<file path="src/hw/ecp_pkg.sv">
// Functional notes
// Power-state pin is high while the unit is powered on, low while off. Here the pin reads low while the port is disabled.
// Output-state pin is high while the power output is enabled, low otherwise. Here the pin reads low while the port is disabled.
// Busy pin is high while internal processing is busy, low when idle. Here the pin reads low while the port is disabled.
// Limiter pin is high while any of the four limiters acts, low otherwise. Here the pin reads low while the port is disabled.
// Three sync pins, bits 0 to 2, carry the running sequence step code. Here they read zero while the port is disabled.
// Each command input acts only on its high-to-low transition.
// Port commands are honoured only once the external port enable is set.
// Command inputs pass two synchroniser flops; each falling edge gives one pulse.
package ecp_pkg;

  // ****************************************************************
  // Clock and timing
  // ****************************************************************
  localparam int CLK_HZ = 20_000_000;
  localparam int TICK_NS = 1000;
  localparam int TICK_CYCLES = (TICK_NS * (CLK_HZ / 1_000_000)) / 1000;
  localparam int TRIG_WIDTH_BITS = 8;
  localparam logic [7:0] TRIG_WIDTH_RST = 8'h0a;

  // ****************************************************************
  // Register map (byte addresses)
  // ****************************************************************
  localparam logic [7:0] ADDR_CTRL = 8'h00;
  localparam logic [7:0] ADDR_STATUS = 8'h04;
  localparam logic [7:0] ADDR_IRQ_STATUS = 8'h08;
  localparam logic [7:0] ADDR_IRQ_MASK = 8'h0c;
  localparam logic [7:0] ADDR_TRIG_WIDTH = 8'h10;
  localparam logic [7:0] ADDR_SOFT_CMD = 8'h14;
  localparam logic [7:0] ADDR_CMD_COUNT = 8'h18;

  localparam int CTRL_ENABLE_BIT = 0;
  localparam logic CTRL_ENABLE_RST = 1'b0;

  localparam int NUM_CMDS = 7;
  localparam int IRQ_BITS = 9;
  localparam int IRQ_LIMITER_BIT = 7;
  localparam int IRQ_IGNORED_BIT = 8;
  localparam logic [8:0] IRQ_MASK_RST = 9'h000;

  // Status register field positions
  localparam int ST_POWER_BIT = 0;
  localparam int ST_OUTPUT_BIT = 1;
  localparam int ST_LIMITER_BIT = 2;
  localparam int ST_BUSY_BIT = 3;
  localparam int ST_SYNC_LSB = 4;
  localparam int ST_LIMSRC_LSB = 8;
  localparam int ST_ENABLE_BIT = 12;
  localparam int ST_TRIG_BIT = 13;

  // ****************************************************************
  // Carriers
  // ****************************************************************
  // Bit order matches the command index used in irq and soft-command fields
  typedef struct packed {
    logic branch2;
    logic branch1;
    logic hold;
    logic stop;
    logic start;
    logic out_on;
    logic out_off;
  } ecp_cmd_t;

  typedef struct packed {
    logic power_on;
    logic output_on;
    logic busy;
    logic lim_pos_peak;
    logic lim_neg_peak;
    logic lim_avg;
    logic lim_power;
    logic [2:0] sync_code;
  } ecp_engine_t;

  typedef struct packed {
    logic power_state;
    logic output_state;
    logic limiter;
    logic busy;
    logic [2:0] seq_sync;
    logic trigger;
  } ecp_pins_t;

endpackage

</file>
<file path="src/hw/ecp_top.sv">
module ecp_top import ecp_pkg::*; #(
  parameter int TRIG_W = TRIG_WIDTH_BITS
) (
  input wire logic hclk,
  input wire logic hresetn,
  // AHB-Lite slave
  input wire logic hsel,
  input wire logic [31:0] haddr,
  input wire logic [1:0] htrans,
  input wire logic hwrite,
  input wire logic [2:0] hsize,
  input wire logic [31:0] hwdata,
  input wire logic hready,
  output logic hreadyout,
  output logic hresp,
  output logic [31:0] hrdata,
  // Active-low command pins from the controller
  input wire logic output_off_n,
  input wire logic output_on_n,
  input wire logic seq_start_n,
  input wire logic seq_stop_n,
  input wire logic seq_hold_n,
  input wire logic seq_branch1_n,
  input wire logic seq_branch2_n,
  // State from the power stage and sequence engine
  input wire ecp_engine_t engine,
  input wire logic trigger_req,
  // Decoded commands to the sequence engine, one-cycle pulses
  output ecp_cmd_t cmd,
  // Status pins
  output ecp_pins_t pins,
  output logic irq
);

  // ****************************************************************
  // Elaboration checks
  // ****************************************************************
  if (TRIG_W < 1 || TRIG_W > 16) begin : g_chk
    $error("ecp_top: TRIG_W must be 1 to 16");
  end

  // ****************************************************************
  // Declarations
  // ****************************************************************
  logic port_enable;
  logic [IRQ_BITS-1:0] irq_status;
  logic [IRQ_BITS-1:0] irq_mask;
  logic [TRIG_W-1:0] trig_width;
  logic [NUM_CMDS-1:0] soft_cmd;
  logic [15:0] cmd_count;
  logic [NUM_CMDS-1:0] pin_fall;
  logic [NUM_CMDS-1:0] pin_cmd;
  logic [NUM_CMDS-1:0] next_cmd;
  logic [IRQ_BITS-1:0] irq_set;
  logic [IRQ_BITS-1:0] irq_clr;
  logic tick;
  logic [TRIG_W-1:0] trig_cnt;
  logic limiter_now;
  logic limiter_prev;
  logic ignored;
  logic dp_write;
  logic [7:0] dp_addr;
  logic addr_phase;
  logic [31:0] status_word;
  logic [31:0] next_rdata;
  logic wr_ctrl;
  logic wr_irq_status;
  logic wr_irq_mask;
  logic wr_trig_width;
  logic wr_soft_cmd;

  // ****************************************************************
  // Command inputs
  // ****************************************************************
  assign pin_cmd = {seq_branch2_n, seq_branch1_n, seq_hold_n, seq_stop_n, seq_start_n,
                    output_on_n, output_off_n};

  ecp_fall_detect #(
    .N(NUM_CMDS)
  ) u_fall (
    .hclk(hclk),
    .hresetn(hresetn),
    .din_n(pin_cmd),
    .fall(pin_fall)
  );

  // Pin edges are dropped while the port is off; software commands are not
  assign next_cmd = (port_enable ? pin_fall : '0) | soft_cmd;
  assign ignored = ~port_enable & (|pin_fall);

  always_ff @(posedge hclk or negedge hresetn) begin
    if (!hresetn) begin
      cmd <= '0;
    end else begin
      cmd <= ecp_cmd_t'(next_cmd);
    end
  end

  always_ff @(posedge hclk or negedge hresetn) begin
    if (!hresetn) begin
      cmd_count <= 16'h0000;
    end else if (|next_cmd) begin
      cmd_count <= cmd_count + 16'h0001;
    end
  end

  // ****************************************************************
  // Status pins
  // ****************************************************************
  assign limiter_now = engine.lim_pos_peak | engine.lim_neg_peak | engine.lim_avg | engine.lim_power;

  // Pins read low while the port is disabled so a wired controller sees no stale state
  always_ff @(posedge hclk or negedge hresetn) begin
    if (!hresetn) begin
      pins.power_state <= 1'b0;
      pins.output_state <= 1'b0;
      pins.limiter <= 1'b0;
      pins.busy <= 1'b0;
      pins.seq_sync <= 3'h0;
    end else begin
      pins.power_state <= port_enable & engine.power_on;
      pins.output_state <= port_enable & engine.output_on;
      pins.limiter <= port_enable & limiter_now;
      pins.busy <= port_enable & engine.busy;
      pins.seq_sync <= port_enable ? engine.sync_code : 3'h0;
    end
  end

  always_ff @(posedge hclk or negedge hresetn) begin
    if (!hresetn) begin
      limiter_prev <= 1'b0;
    end else begin
      limiter_prev <= limiter_now;
    end
  end

  // ****************************************************************
  // Trigger output pulse
  // ****************************************************************
  ecp_tick_div #(
    .DIV(TICK_CYCLES)
  ) u_tick (
    .hclk(hclk),
    .hresetn(hresetn),
    .tick(tick)
  );

  // A new request restarts the pulse; width zero still gives one tick
  always_ff @(posedge hclk or negedge hresetn) begin
    if (!hresetn) begin
      trig_cnt <= '0;
    end else if (trigger_req && port_enable) begin
      trig_cnt <= (trig_width == '0) ? TRIG_W'(1) : trig_width;
    end else if (tick && trig_cnt != '0) begin
      trig_cnt <= trig_cnt - TRIG_W'(1);
    end
  end

  always_ff @(posedge hclk or negedge hresetn) begin
    if (!hresetn) begin
      pins.trigger <= 1'b0;
    end else begin
      pins.trigger <= port_enable & (trig_cnt != '0);
    end
  end

  // ****************************************************************
  // AHB-Lite slave
  // ****************************************************************
  // Zero wait states; every access completes OKAY, unmapped reads give zero
  assign hreadyout = 1'b1;
  assign hresp = 1'b0;
  assign addr_phase = hsel & htrans[1] & hready;

  always_ff @(posedge hclk or negedge hresetn) begin
    if (!hresetn) begin
      dp_write <= 1'b0;
      dp_addr <= 8'h00;
    end else begin
      dp_write <= addr_phase & hwrite;
      if (addr_phase) begin
        dp_addr <= {haddr[7:2], 2'b00};
      end
    end
  end

  assign wr_ctrl = dp_write & (dp_addr == ADDR_CTRL);
  assign wr_irq_status = dp_write & (dp_addr == ADDR_IRQ_STATUS);
  assign wr_irq_mask = dp_write & (dp_addr == ADDR_IRQ_MASK);
  assign wr_trig_width = dp_write & (dp_addr == ADDR_TRIG_WIDTH);
  assign wr_soft_cmd = dp_write & (dp_addr == ADDR_SOFT_CMD);

  always_comb begin
    status_word = 32'h0000_0000;
    status_word[ST_POWER_BIT] = engine.power_on;
    status_word[ST_OUTPUT_BIT] = engine.output_on;
    status_word[ST_LIMITER_BIT] = limiter_now;
    status_word[ST_BUSY_BIT] = engine.busy;
    status_word[ST_SYNC_LSB +: 3] = engine.sync_code;
    status_word[ST_LIMSRC_LSB +: 4] = {engine.lim_power, engine.lim_avg, engine.lim_neg_peak, engine.lim_pos_peak};
    status_word[ST_ENABLE_BIT] = port_enable;
    status_word[ST_TRIG_BIT] = pins.trigger;
  end

  always_comb begin
    next_rdata = 32'h0000_0000;
    case ({haddr[7:2], 2'b00})
      ADDR_CTRL: next_rdata[CTRL_ENABLE_BIT] = port_enable;
      ADDR_STATUS: next_rdata = status_word;
      ADDR_IRQ_STATUS: next_rdata[IRQ_BITS-1:0] = irq_status;
      ADDR_IRQ_MASK: next_rdata[IRQ_BITS-1:0] = irq_mask;
      ADDR_TRIG_WIDTH: next_rdata[TRIG_W-1:0] = trig_width;
      ADDR_CMD_COUNT: next_rdata[15:0] = cmd_count;
      default: next_rdata = 32'h0000_0000;
    endcase
  end

  // Read data is captured in the address phase so it stands for the whole data phase
  always_ff @(posedge hclk or negedge hresetn) begin
    if (!hresetn) begin
      hrdata <= 32'h0000_0000;
    end else if (addr_phase && !hwrite) begin
      hrdata <= next_rdata;
    end
  end

  // ****************************************************************
  // Control registers
  // ****************************************************************
  always_ff @(posedge hclk or negedge hresetn) begin
    if (!hresetn) begin
      port_enable <= CTRL_ENABLE_RST;
    end else if (wr_ctrl) begin
      port_enable <= hwdata[CTRL_ENABLE_BIT];
    end
  end

  always_ff @(posedge hclk or negedge hresetn) begin
    if (!hresetn) begin
      irq_mask <= IRQ_MASK_RST;
    end else if (wr_irq_mask) begin
      irq_mask <= hwdata[IRQ_BITS-1:0];
    end
  end

  always_ff @(posedge hclk or negedge hresetn) begin
    if (!hresetn) begin
      trig_width <= TRIG_W'(TRIG_WIDTH_RST);
    end else if (wr_trig_width) begin
      trig_width <= hwdata[TRIG_W-1:0];
    end
  end

  // Self-clearing: a write issues each set bit as a one-cycle command
  always_ff @(posedge hclk or negedge hresetn) begin
    if (!hresetn) begin
      soft_cmd <= '0;
    end else begin
      soft_cmd <= wr_soft_cmd ? hwdata[NUM_CMDS-1:0] : '0;
    end
  end

  // ****************************************************************
  // Interrupts
  // ****************************************************************
  always_comb begin
    irq_set = '0;
    irq_set[NUM_CMDS-1:0] = next_cmd;
    irq_set[IRQ_LIMITER_BIT] = limiter_now & ~limiter_prev;
    irq_set[IRQ_IGNORED_BIT] = ignored;
  end

  assign irq_clr = wr_irq_status ? hwdata[IRQ_BITS-1:0] : '0;

  // Set wins over a simultaneous write-one-to-clear so no event is lost
  always_ff @(posedge hclk or negedge hresetn) begin
    if (!hresetn) begin
      irq_status <= '0;
    end else begin
      irq_status <= (irq_status & ~irq_clr) | irq_set;
    end
  end

  always_ff @(posedge hclk or negedge hresetn) begin
    if (!hresetn) begin
      irq <= 1'b0;
    end else begin
      irq <= |(irq_status & irq_mask);
    end
  end

endmodule

</file>
<file path="src/hw/ecp_fall_detect.sv">
module ecp_fall_detect import ecp_pkg::*; #(
  parameter int N = NUM_CMDS
) (
  input wire logic hclk,
  input wire logic hresetn,
  input wire logic [N-1:0] din_n,
  output logic [N-1:0] fall
);

  if (N < 1) begin : g_chk
    $error("ecp_fall_detect: N must be at least 1");
  end

  // ****************************************************************
  // Two-flop synchroniser and edge detector per input
  // ****************************************************************
  for (genvar i = 0; i < N; i++) begin : g_bit
    logic meta;
    logic sync;
    logic prev;
    // Idle level is high (pulled up), so reset to 1 to avoid a false edge
    always_ff @(posedge hclk or negedge hresetn) begin
      if (!hresetn) begin
        meta <= 1'b1;
        sync <= 1'b1;
        prev <= 1'b1;
        fall[i] <= 1'b0;
      end else begin
        meta <= din_n[i];
        sync <= meta;
        prev <= sync;
        fall[i] <= prev & ~sync;
      end
    end
  end

endmodule

</file>
<file path="src/hw/ecp_tick_div.sv">
module ecp_tick_div import ecp_pkg::*; #(
  parameter int DIV = TICK_CYCLES
) (
  input wire logic hclk,
  input wire logic hresetn,
  output logic tick
);

  localparam int CW = (DIV > 1) ? $clog2(DIV) : 1;
  localparam logic [CW-1:0] LAST = CW'(DIV - 1);

  if (DIV < 1) begin : g_chk
    $error("ecp_tick_div: DIV must be at least 1");
  end

  logic [CW-1:0] cnt;

  always_ff @(posedge hclk or negedge hresetn) begin
    if (!hresetn) begin
      cnt <= '0;
      tick <= 1'b0;
    end else begin
      tick <= (cnt == LAST);
      cnt <= (cnt == LAST) ? '0 : cnt + CW'(1);
    end
  end

endmodule

</file>
<file path="config.mk">
export PLATFORM = sky130hd
export DESIGN_NAME = ecp_top
export DESIGN_NICKNAME = d
export VERILOG_FILES = /design/src/hw/ecp_pkg.sv /design/src/hw/ecp_top.sv /design/src/hw/ecp_fall_detect.sv /design/src/hw/ecp_tick_div.sv
export SDC_FILE = /design/constraint.sdc
export NUM_CORES = 1
export LEC_CHECK = 0
export BUFFER_PORTS_ARGS = -buffer_cell sky130_fd_sc_hd__buf_2
export CELL_PAD_IN_SITES_DETAIL_PLACEMENT = 1
export CELL_PAD_IN_SITES_GLOBAL_PLACEMENT = 2
export CORE_MARGIN = 2
export CORE_UTILIZATION = 37
export CTS_CLUSTER_DIAMETER = 40
export CTS_CLUSTER_SIZE = 30
export DETAILED_ROUTE_END_ITERATION = 8
export GPL_ROUTABILITY_DRIVEN = 0
export PLACE_DENSITY = 0.89
export SETUP_SLACK_MARGIN = 0.5
export SYNTH_ARGS = -nofsm -noshare
export SYNTH_HDL_FRONTEND = slang
export SYNTH_SLANG_ARGS = --single-unit
</file>
<file path="constraint.sdc">
create_clock -name hclk -period 4.6 [get_ports hclk]
set_input_delay 0.92 -clock hclk [delete_from_list [all_inputs] [get_ports hclk]]
set_output_delay 0.92 -clock hclk [all_outputs]
set_load 0.02 [all_outputs]
</file>
# --- After elaboration in Yosys (flattened, before gate mapping) ---
# Cells that the tools add are included.
totals:
  word_cells: 131
  reg_bits: 132
  output_inout_bits: 50
  in_bits: 92
classes:
  reduce_logical: 12
  muxes: 12
  add_sub_neg: 3
  n_bitwise: 39
  eq_ne: 10
ops:
  columns: ["op", "count"]
  rows:
  - ["$pmux W7 S5", 1]
  - ["$eq A6 B2 Y1 const B", 4]
  - ["$eq A6 B3 Y1 const B", 4]
  - ["$mux W8", 3]
  - ["$and A1 B1 Y1", 22]
  - ["$and A9 B9 Y9", 2]
  - ["$add A16 B1 Y16 const B", 1]
  - ["$logic_not A8 Y1", 2]
  - ["$mux W7", 2]
  - ["$pmux W7 S2", 1]
  - ["$reduce_or A7 Y1", 2]
  - ["$mux W9", 1]
  - ["$not A1 Y1", 9]
  - ["$not A9 Y9", 1]
  - ["$or A9 B9 Y9", 1]
  - ["$reduce_or A9 Y1", 1]
  - ["$reduce_bool A8 Y1", 1]
  - ["$sub A8 B1 Y8 const B", 1]
  - ["$or A7 B7 Y7", 1]
  - ["$eq A6 B1 Y1 const B", 1]
  - ["$logic_not A6 Y1", 1]
  - ["$pmux W1 S6", 1]
  - ["$add A5 B1 Y5 const B", 1]
  - ["$eq A5 B5 Y1 const B", 1]
  - ["other kinds (7)", 11]

# --- Depth between registers and ports, before layout ---
depth:
  depth_word: 6
  mapped_depth: 6
  ltp_nobuf: 6

# --- By module ---
# A second synthesis with hierarchy kept.
unflattened:
  cells_unflattened: 448
  hier_area_um2: 5641.7
modules_own_cells:
  columns: ["mod", "seq_area_each_um2", "area_per_inst_um2", "n_inst", "cells_per_inst"]
  rows:
  - ["ecp_top", 2454.9, 4568.1, 1, 394]
  - ["ecp_fall_detect", 726.9, 823.3, 1, 35]
  - ["ecp_tick_div", 150.1, 250.2, 1, 19]

# --- Worst setup path before layout ---
# OpenSTA, ideal clock, no wires.
synth_timing:
  kind: "input -> register"
  from: "input port haddr[3]"
  to: "register hrdata[0]"
  required_ns: 4.518
  n_path_buf: 2
  arrival_time_ns: 2.033
  setup_slack_ns: 2.485
  cell_stages: 5
  setup_time_ns: 0.082
  cell_sequence: "buf_1 and4b_1 clkbuf_1 a22oi_1 a31oi_1"
synth_via:
  elab_chain_cells: 2
  word_cells_on_any_way: 7
  cone_classes: "5 x eq/ne; 1 x mux; 1 x reduce/logical"
synth_lines:
  columns: ["element", "line", "source"]
  rows:
  - ["from (decl)", "ecp_top.sv:8", "input wire logic [31:0] haddr,"]
  - ["$eq A6 B3 Y1 (tied with other cells)", "ecp_top.sv:207", "case ({haddr[7:2], 2'b00})"]
  - ["$pmux W1 S6 *", "ecp_top.sv:207", null]
  - ["to (signal assigned)", "ecp_top.sv:223", "hrdata <= next_rdata;"]
  - ["to (decl)", "ecp_top.sv:16", "output logic [31:0] hrdata,"]
# Mark *: on every way between the ends. The rest lies on a longest branch, timed or not.
# A chain may end at the register's enable or synchronous reset.

# --- Final worst setup path ---
layout_timing:
  from: "register dp_addr[2]"
  to: "register irq_status[8]"
layout_via:
  elab_chain_cells: 6
layout_lines:
  columns: ["element", "line", "source"]
  rows:
  - ["from (decl)", "ecp_top.sv:62", "logic [7:0] dp_addr;"]
  - ["from (signal assigned)", "ecp_top.sv:182", "dp_addr <= {haddr[7:2], 2'b00};"]
  - ["$eq A6 B2 Y1", "ecp_top.sv:188", "assign wr_irq_status = dp_write & (dp_addr == ADDR_IRQ_STATUS);"]
  - ["$and A1 B1 Y1", "ecp_top.sv:188", null]
  - ["$mux W9", "ecp_top.sv:273", "assign irq_clr = wr_irq_status ? hwdata[IRQ_BITS-1:0] : '0;"]
  - ["$not A9 Y9", "ecp_top.sv:280", "irq_status <= (irq_status & ~irq_clr) | irq_set;"]
  - ["$and A9 B9 Y9", "ecp_top.sv:280", null]
  - ["$or A9 B9 Y9", "ecp_top.sv:280", null]
  - ["to (signal assigned)", "ecp_top.sv:280", null]
  - ["to (decl)", "ecp_top.sv:46", "logic [IRQ_BITS-1:0] irq_status;"]
# No other way between the ends.

==> run_results.csv <==
group,metric,value,unit
timing,worstMarginPinSlew,1.00,ns
setup_path,start_kind,"flop",
global_routing,busiest_layer,"met2",
cells_and_area,diodes,0,
detailed_routing,drc,0,
logic_synthesis,synthMuxAreaShare,0.0897,
timing,finalSetupViolCount,0,
detailed_routing,wl_per_cell,18.6,um
logic_synthesis,seq_area_frac_synth,0.605,
logic_synthesis,asyncSetResetFlopFracSynth,1.00,
timing,rsz0062_at_grt,"false",
cells_and_area,fin_area,0.00655,mm2
detailed_routing,routed_wl,13500,um
placed_design,dpl-instance-area,0.00599,mm2
detailed_routing,ant_nets,0,
global_routing,grtUsageMet2,0.289,
timing,clock_skew,0.00938,ns
timing,slew_headroom,0.332,
logic_synthesis,netlist.top_cell.by_area,"dfrtp_1",
timing,period_share,0.505,
pwr,p_per_area,485,mW/mm2
status,status,"finished, final reports clean",
logic_synthesis,ys_types,46,
timing,fin_crit,2.32,ns
clock_tree,cts_root_buf,"clkbuf_16",
floorplanning,core_area,0.0145,mm2
setup_path,worstPathCellList,"or4b_4 > nor4b_2 > nand2_1 > nand2_1 > o21ai_0",
clock_tree,cts_tree,"yes",
floorplanning,die_area,0.0159,mm2
setup_path,required,4.86,ns
floorplanning,rows,44,
logic_synthesis,synth_area,0.00551,mm2
clock_tree,numCtsBuffers,17,
cells_and_area,final-instance-count-excl-fill,726,
setup_path,critPathMaxStageDelay,0.84,ns
setup_path,worst_ep_arrival_time,2.58,ns
logic_synthesis,synth_seq_cells,132,
cells_and_area,nets,625,
clock_tree,post_cts_resized,0,
logic_synthesis,synthFlopType,"dfrtp_1",
clock_tree,htree_levels,4,
global_routing,track_usage,0.181,
floorplanning,pin_count,142,
floorplanning,dieHeight,126,um
pwr,ir_worst_vdd,0.242,mV
logic_synthesis,synth_xor_area_frac,0.0350,
global_routing,grt_antenna_before_repair,0,
flow_run,drv_cap,0,
timing,hold_viol_final,0,
timing,final_max_slew_viol_count,0,
logic_synthesis,synth_compound_area_frac,0.0809,
placed_design,pre_cts_slack,2.07,ns
hold_path,hp-class,"flop to flop",
floorplanning,die_width,126,um
logic_synthesis,yosys-top-cells-count,"dfrtp_1 (109), nor2_1 (41), nand2_1 (28)",
detailed_routing,drtIter0Drc,180,
placed_design,port_buffers,70,
timing,fmax,431,MHz
logic_synthesis,synth_edf_count,0,
setup_path,cpMaxStageDelayCell,"nor4b_2",
timing,worst_slack,2.28,ns
logic_synthesis,synth_top_family_by_area,"simple AND/OR/NAND/NOR gates",
setup_path,timing_worst_setup_path_type,"flop to flop",
global_routing,grt_pass1_wl,22000,um
clock_tree,insertion_delay,0.42,ns
global_routing,met3_usage,0.0569,
pwr,p_total,0.00318,W
placed_design,dp_hpwl,9650,um
timing,finalSetupTns,0,ns
logic_synthesis,syn_area_per_cell,12.2,um2
cells_and_area,drive_above_1_share,0.301,
logic_synthesis,synth_top_area_frac,0.495,
clock_tree,clk_pin_slew,0.06,ns
detailed_routing,vias,3760,
pwr,leakagePower,3.08,nW
logic_synthesis,yosys.area_share.adder,0.00909,
logic_synthesis,synth_area_leaders,"dfrtp_1 (50%), dfstp_2 (11%), mux2_2 (5.1%), xnor2_1 (2.9%), nor2_1 (2.8%)",
global_routing,grt_max_degree,77,
logic_synthesis,yosys.area_share.simple,0.140,
cells_and_area,area_growth,18.9,%
clock_tree,ctsHoldBuffers,0,
clock_tree,cts_buffer_depth,2,
global_routing,grt_pass1_vias,4061,
global_routing,use_met1,0.234,
logic_synthesis,yosys_warnings,0,
setup_path,crit_top_cell,"nand2_1",
global_routing,overflow,0,
clock_tree,clock-sinks,132,
detailed_routing,via_per_inst,5.18,
logic_synthesis,synth_cells,453,
floorplanning,initial_utilization,0.379,
setup_path,critPathCaptureType,"flop",
clock_tree,post_cts_buffers,0,
detailed_routing,drt-pass1-iter-count,4,
logic_synthesis,synth_most_common_cell,"dfrtp_1",
placed_design,place_inst,694,
setup_path,crit_fanout,9,
per-layer routing:
layer / part of all wire / routed length (um) / vias to the layer above
li1: - / - / 1701
met1: 0.43 / 5730 / 1919
met2: 0.50 / 6760 / 116
met3: 0.054 / 734 / 24
met4: 0.019 / 257 / 0
met5: 0 / 0 / -
cell usage in the layout (no fill, tap or decap), drive strengths merged, types with 2 or more instances in the layout:
cell    Yosys  final
mux2       33     33
dfrtp     109    109
nor2b      10     10
nand4      10     10
conb        2     18
xor2        4      4
nand3      10     10
dfstp      23     23
a22o        3      3
xnor2      18     18
o21ai       4      4
nand2      28     28
nor3        9      9
clkbuf     11     22
nor4b       3      3
buf        20     72
a21oi      25     25
a21o       15     15
and3        4      4
inv         6     11
mux2i       7      7
ha          4      4
and2       19     19
nor2       41     41
clkinv      0      4
nor4        5      5
a221oi      7      7
a22oi       8      8
or4b        2      2
logic make-up after synthesis:
logic type | after synthesis
xor+xnor | 22
simple gates | 148
mux | 41
compound gates | 67
fa+ha+maj | 4
flops | 132
other cells | 2
buf+inv | 37
where the power goes:
part | total, W | switching [W] | internal [W] | leakage [nW]
Sequential | 0.00149 | 0.000158 | 0.00133 | 1.60
Combinational | 0.000420 | 0.000227 | 0.000193 | 1.20
Clock | 0.00127 | 0.000505 | 0.000766 | 0.283
Total | 0.00318 | 0.000891 | 0.00229 | 3.08
critical path, delay by kind of cell, from the launching register on:
kind            cells  cell delay, ns
flops               1            0.39
simple gates        4            1.68
compound gates      1            0.09
state kept, by name, indices dropped and copies added (netlist names):
name / flops
u_fall.fall: 7
u_tick.tick: 1
dp_write: 1
u_fall.g_bit.sync: 7
cmd: 7
cmd_count: 16
u_tick.cnt: 5
u_fall.g_bit.meta: 7
hrdata: 16
irq_status: 9
pins: 8
u_fall.g_bit.prev: 7
soft_cmd: 7
trig_width: 8
dp_addr: 6
trig_cnt: 8
irq: 1
irq_mask: 9
limiter_prev: 1
port_enable: 1
final cells by class:
| class | instances | area, um2 |
|---|---|---|
| fill | 1580 | 7980 |
| sequential | 132 | 3330 |
| multi-input combinational | 300 | 2020 |
| clock buffer | 22 | 495 |
| timing repair buffer | 72 | 380 |
| tap | 184 | 230 |
| clock inverter | 10 | 68.8 |
| inverter | 6 | 22.5 |
worst paths after layout:
check	startpoint	endpoint	slack, ns	cells past startpoint
min in group asynchronous	hresetn	hrdata[12]$_DFFE_PN0P_	0.57	1
setup / recovery	dp_addr[2]$_DFFE_PN0P_	irq_status[8]$_DFF_PN0_	2.28	5
hold / removal	u_fall.g_bit[5].meta$_DFF_PN1_	u_fall.g_bit[5].sync$_DFF_PN1_	0.35	0
max in group asynchronous	hresetn	u_fall.g_bit[3].meta$_DFF_PN1_	3.15	2
setup reg to reg	dp_addr[2]$_DFFE_PN0P_	irq_status[8]$_DFF_PN0_	2.28	5
hold reg to reg	u_fall.g_bit[5].meta$_DFF_PN1_	u_fall.g_bit[5].sync$_DFF_PN1_	0.35	0
through the flow:
stage	hold slack (ns)	util
2_1_floorplan	0.345	-
3_3_place_gp	0.346	0.412
3_5_place_dp	0.347	0.412
4_1_cts	0.353	0.451
5_1_grt	0.361	0.451
6_report	0.351	0.451
Power figures use the tool's default switching activity.
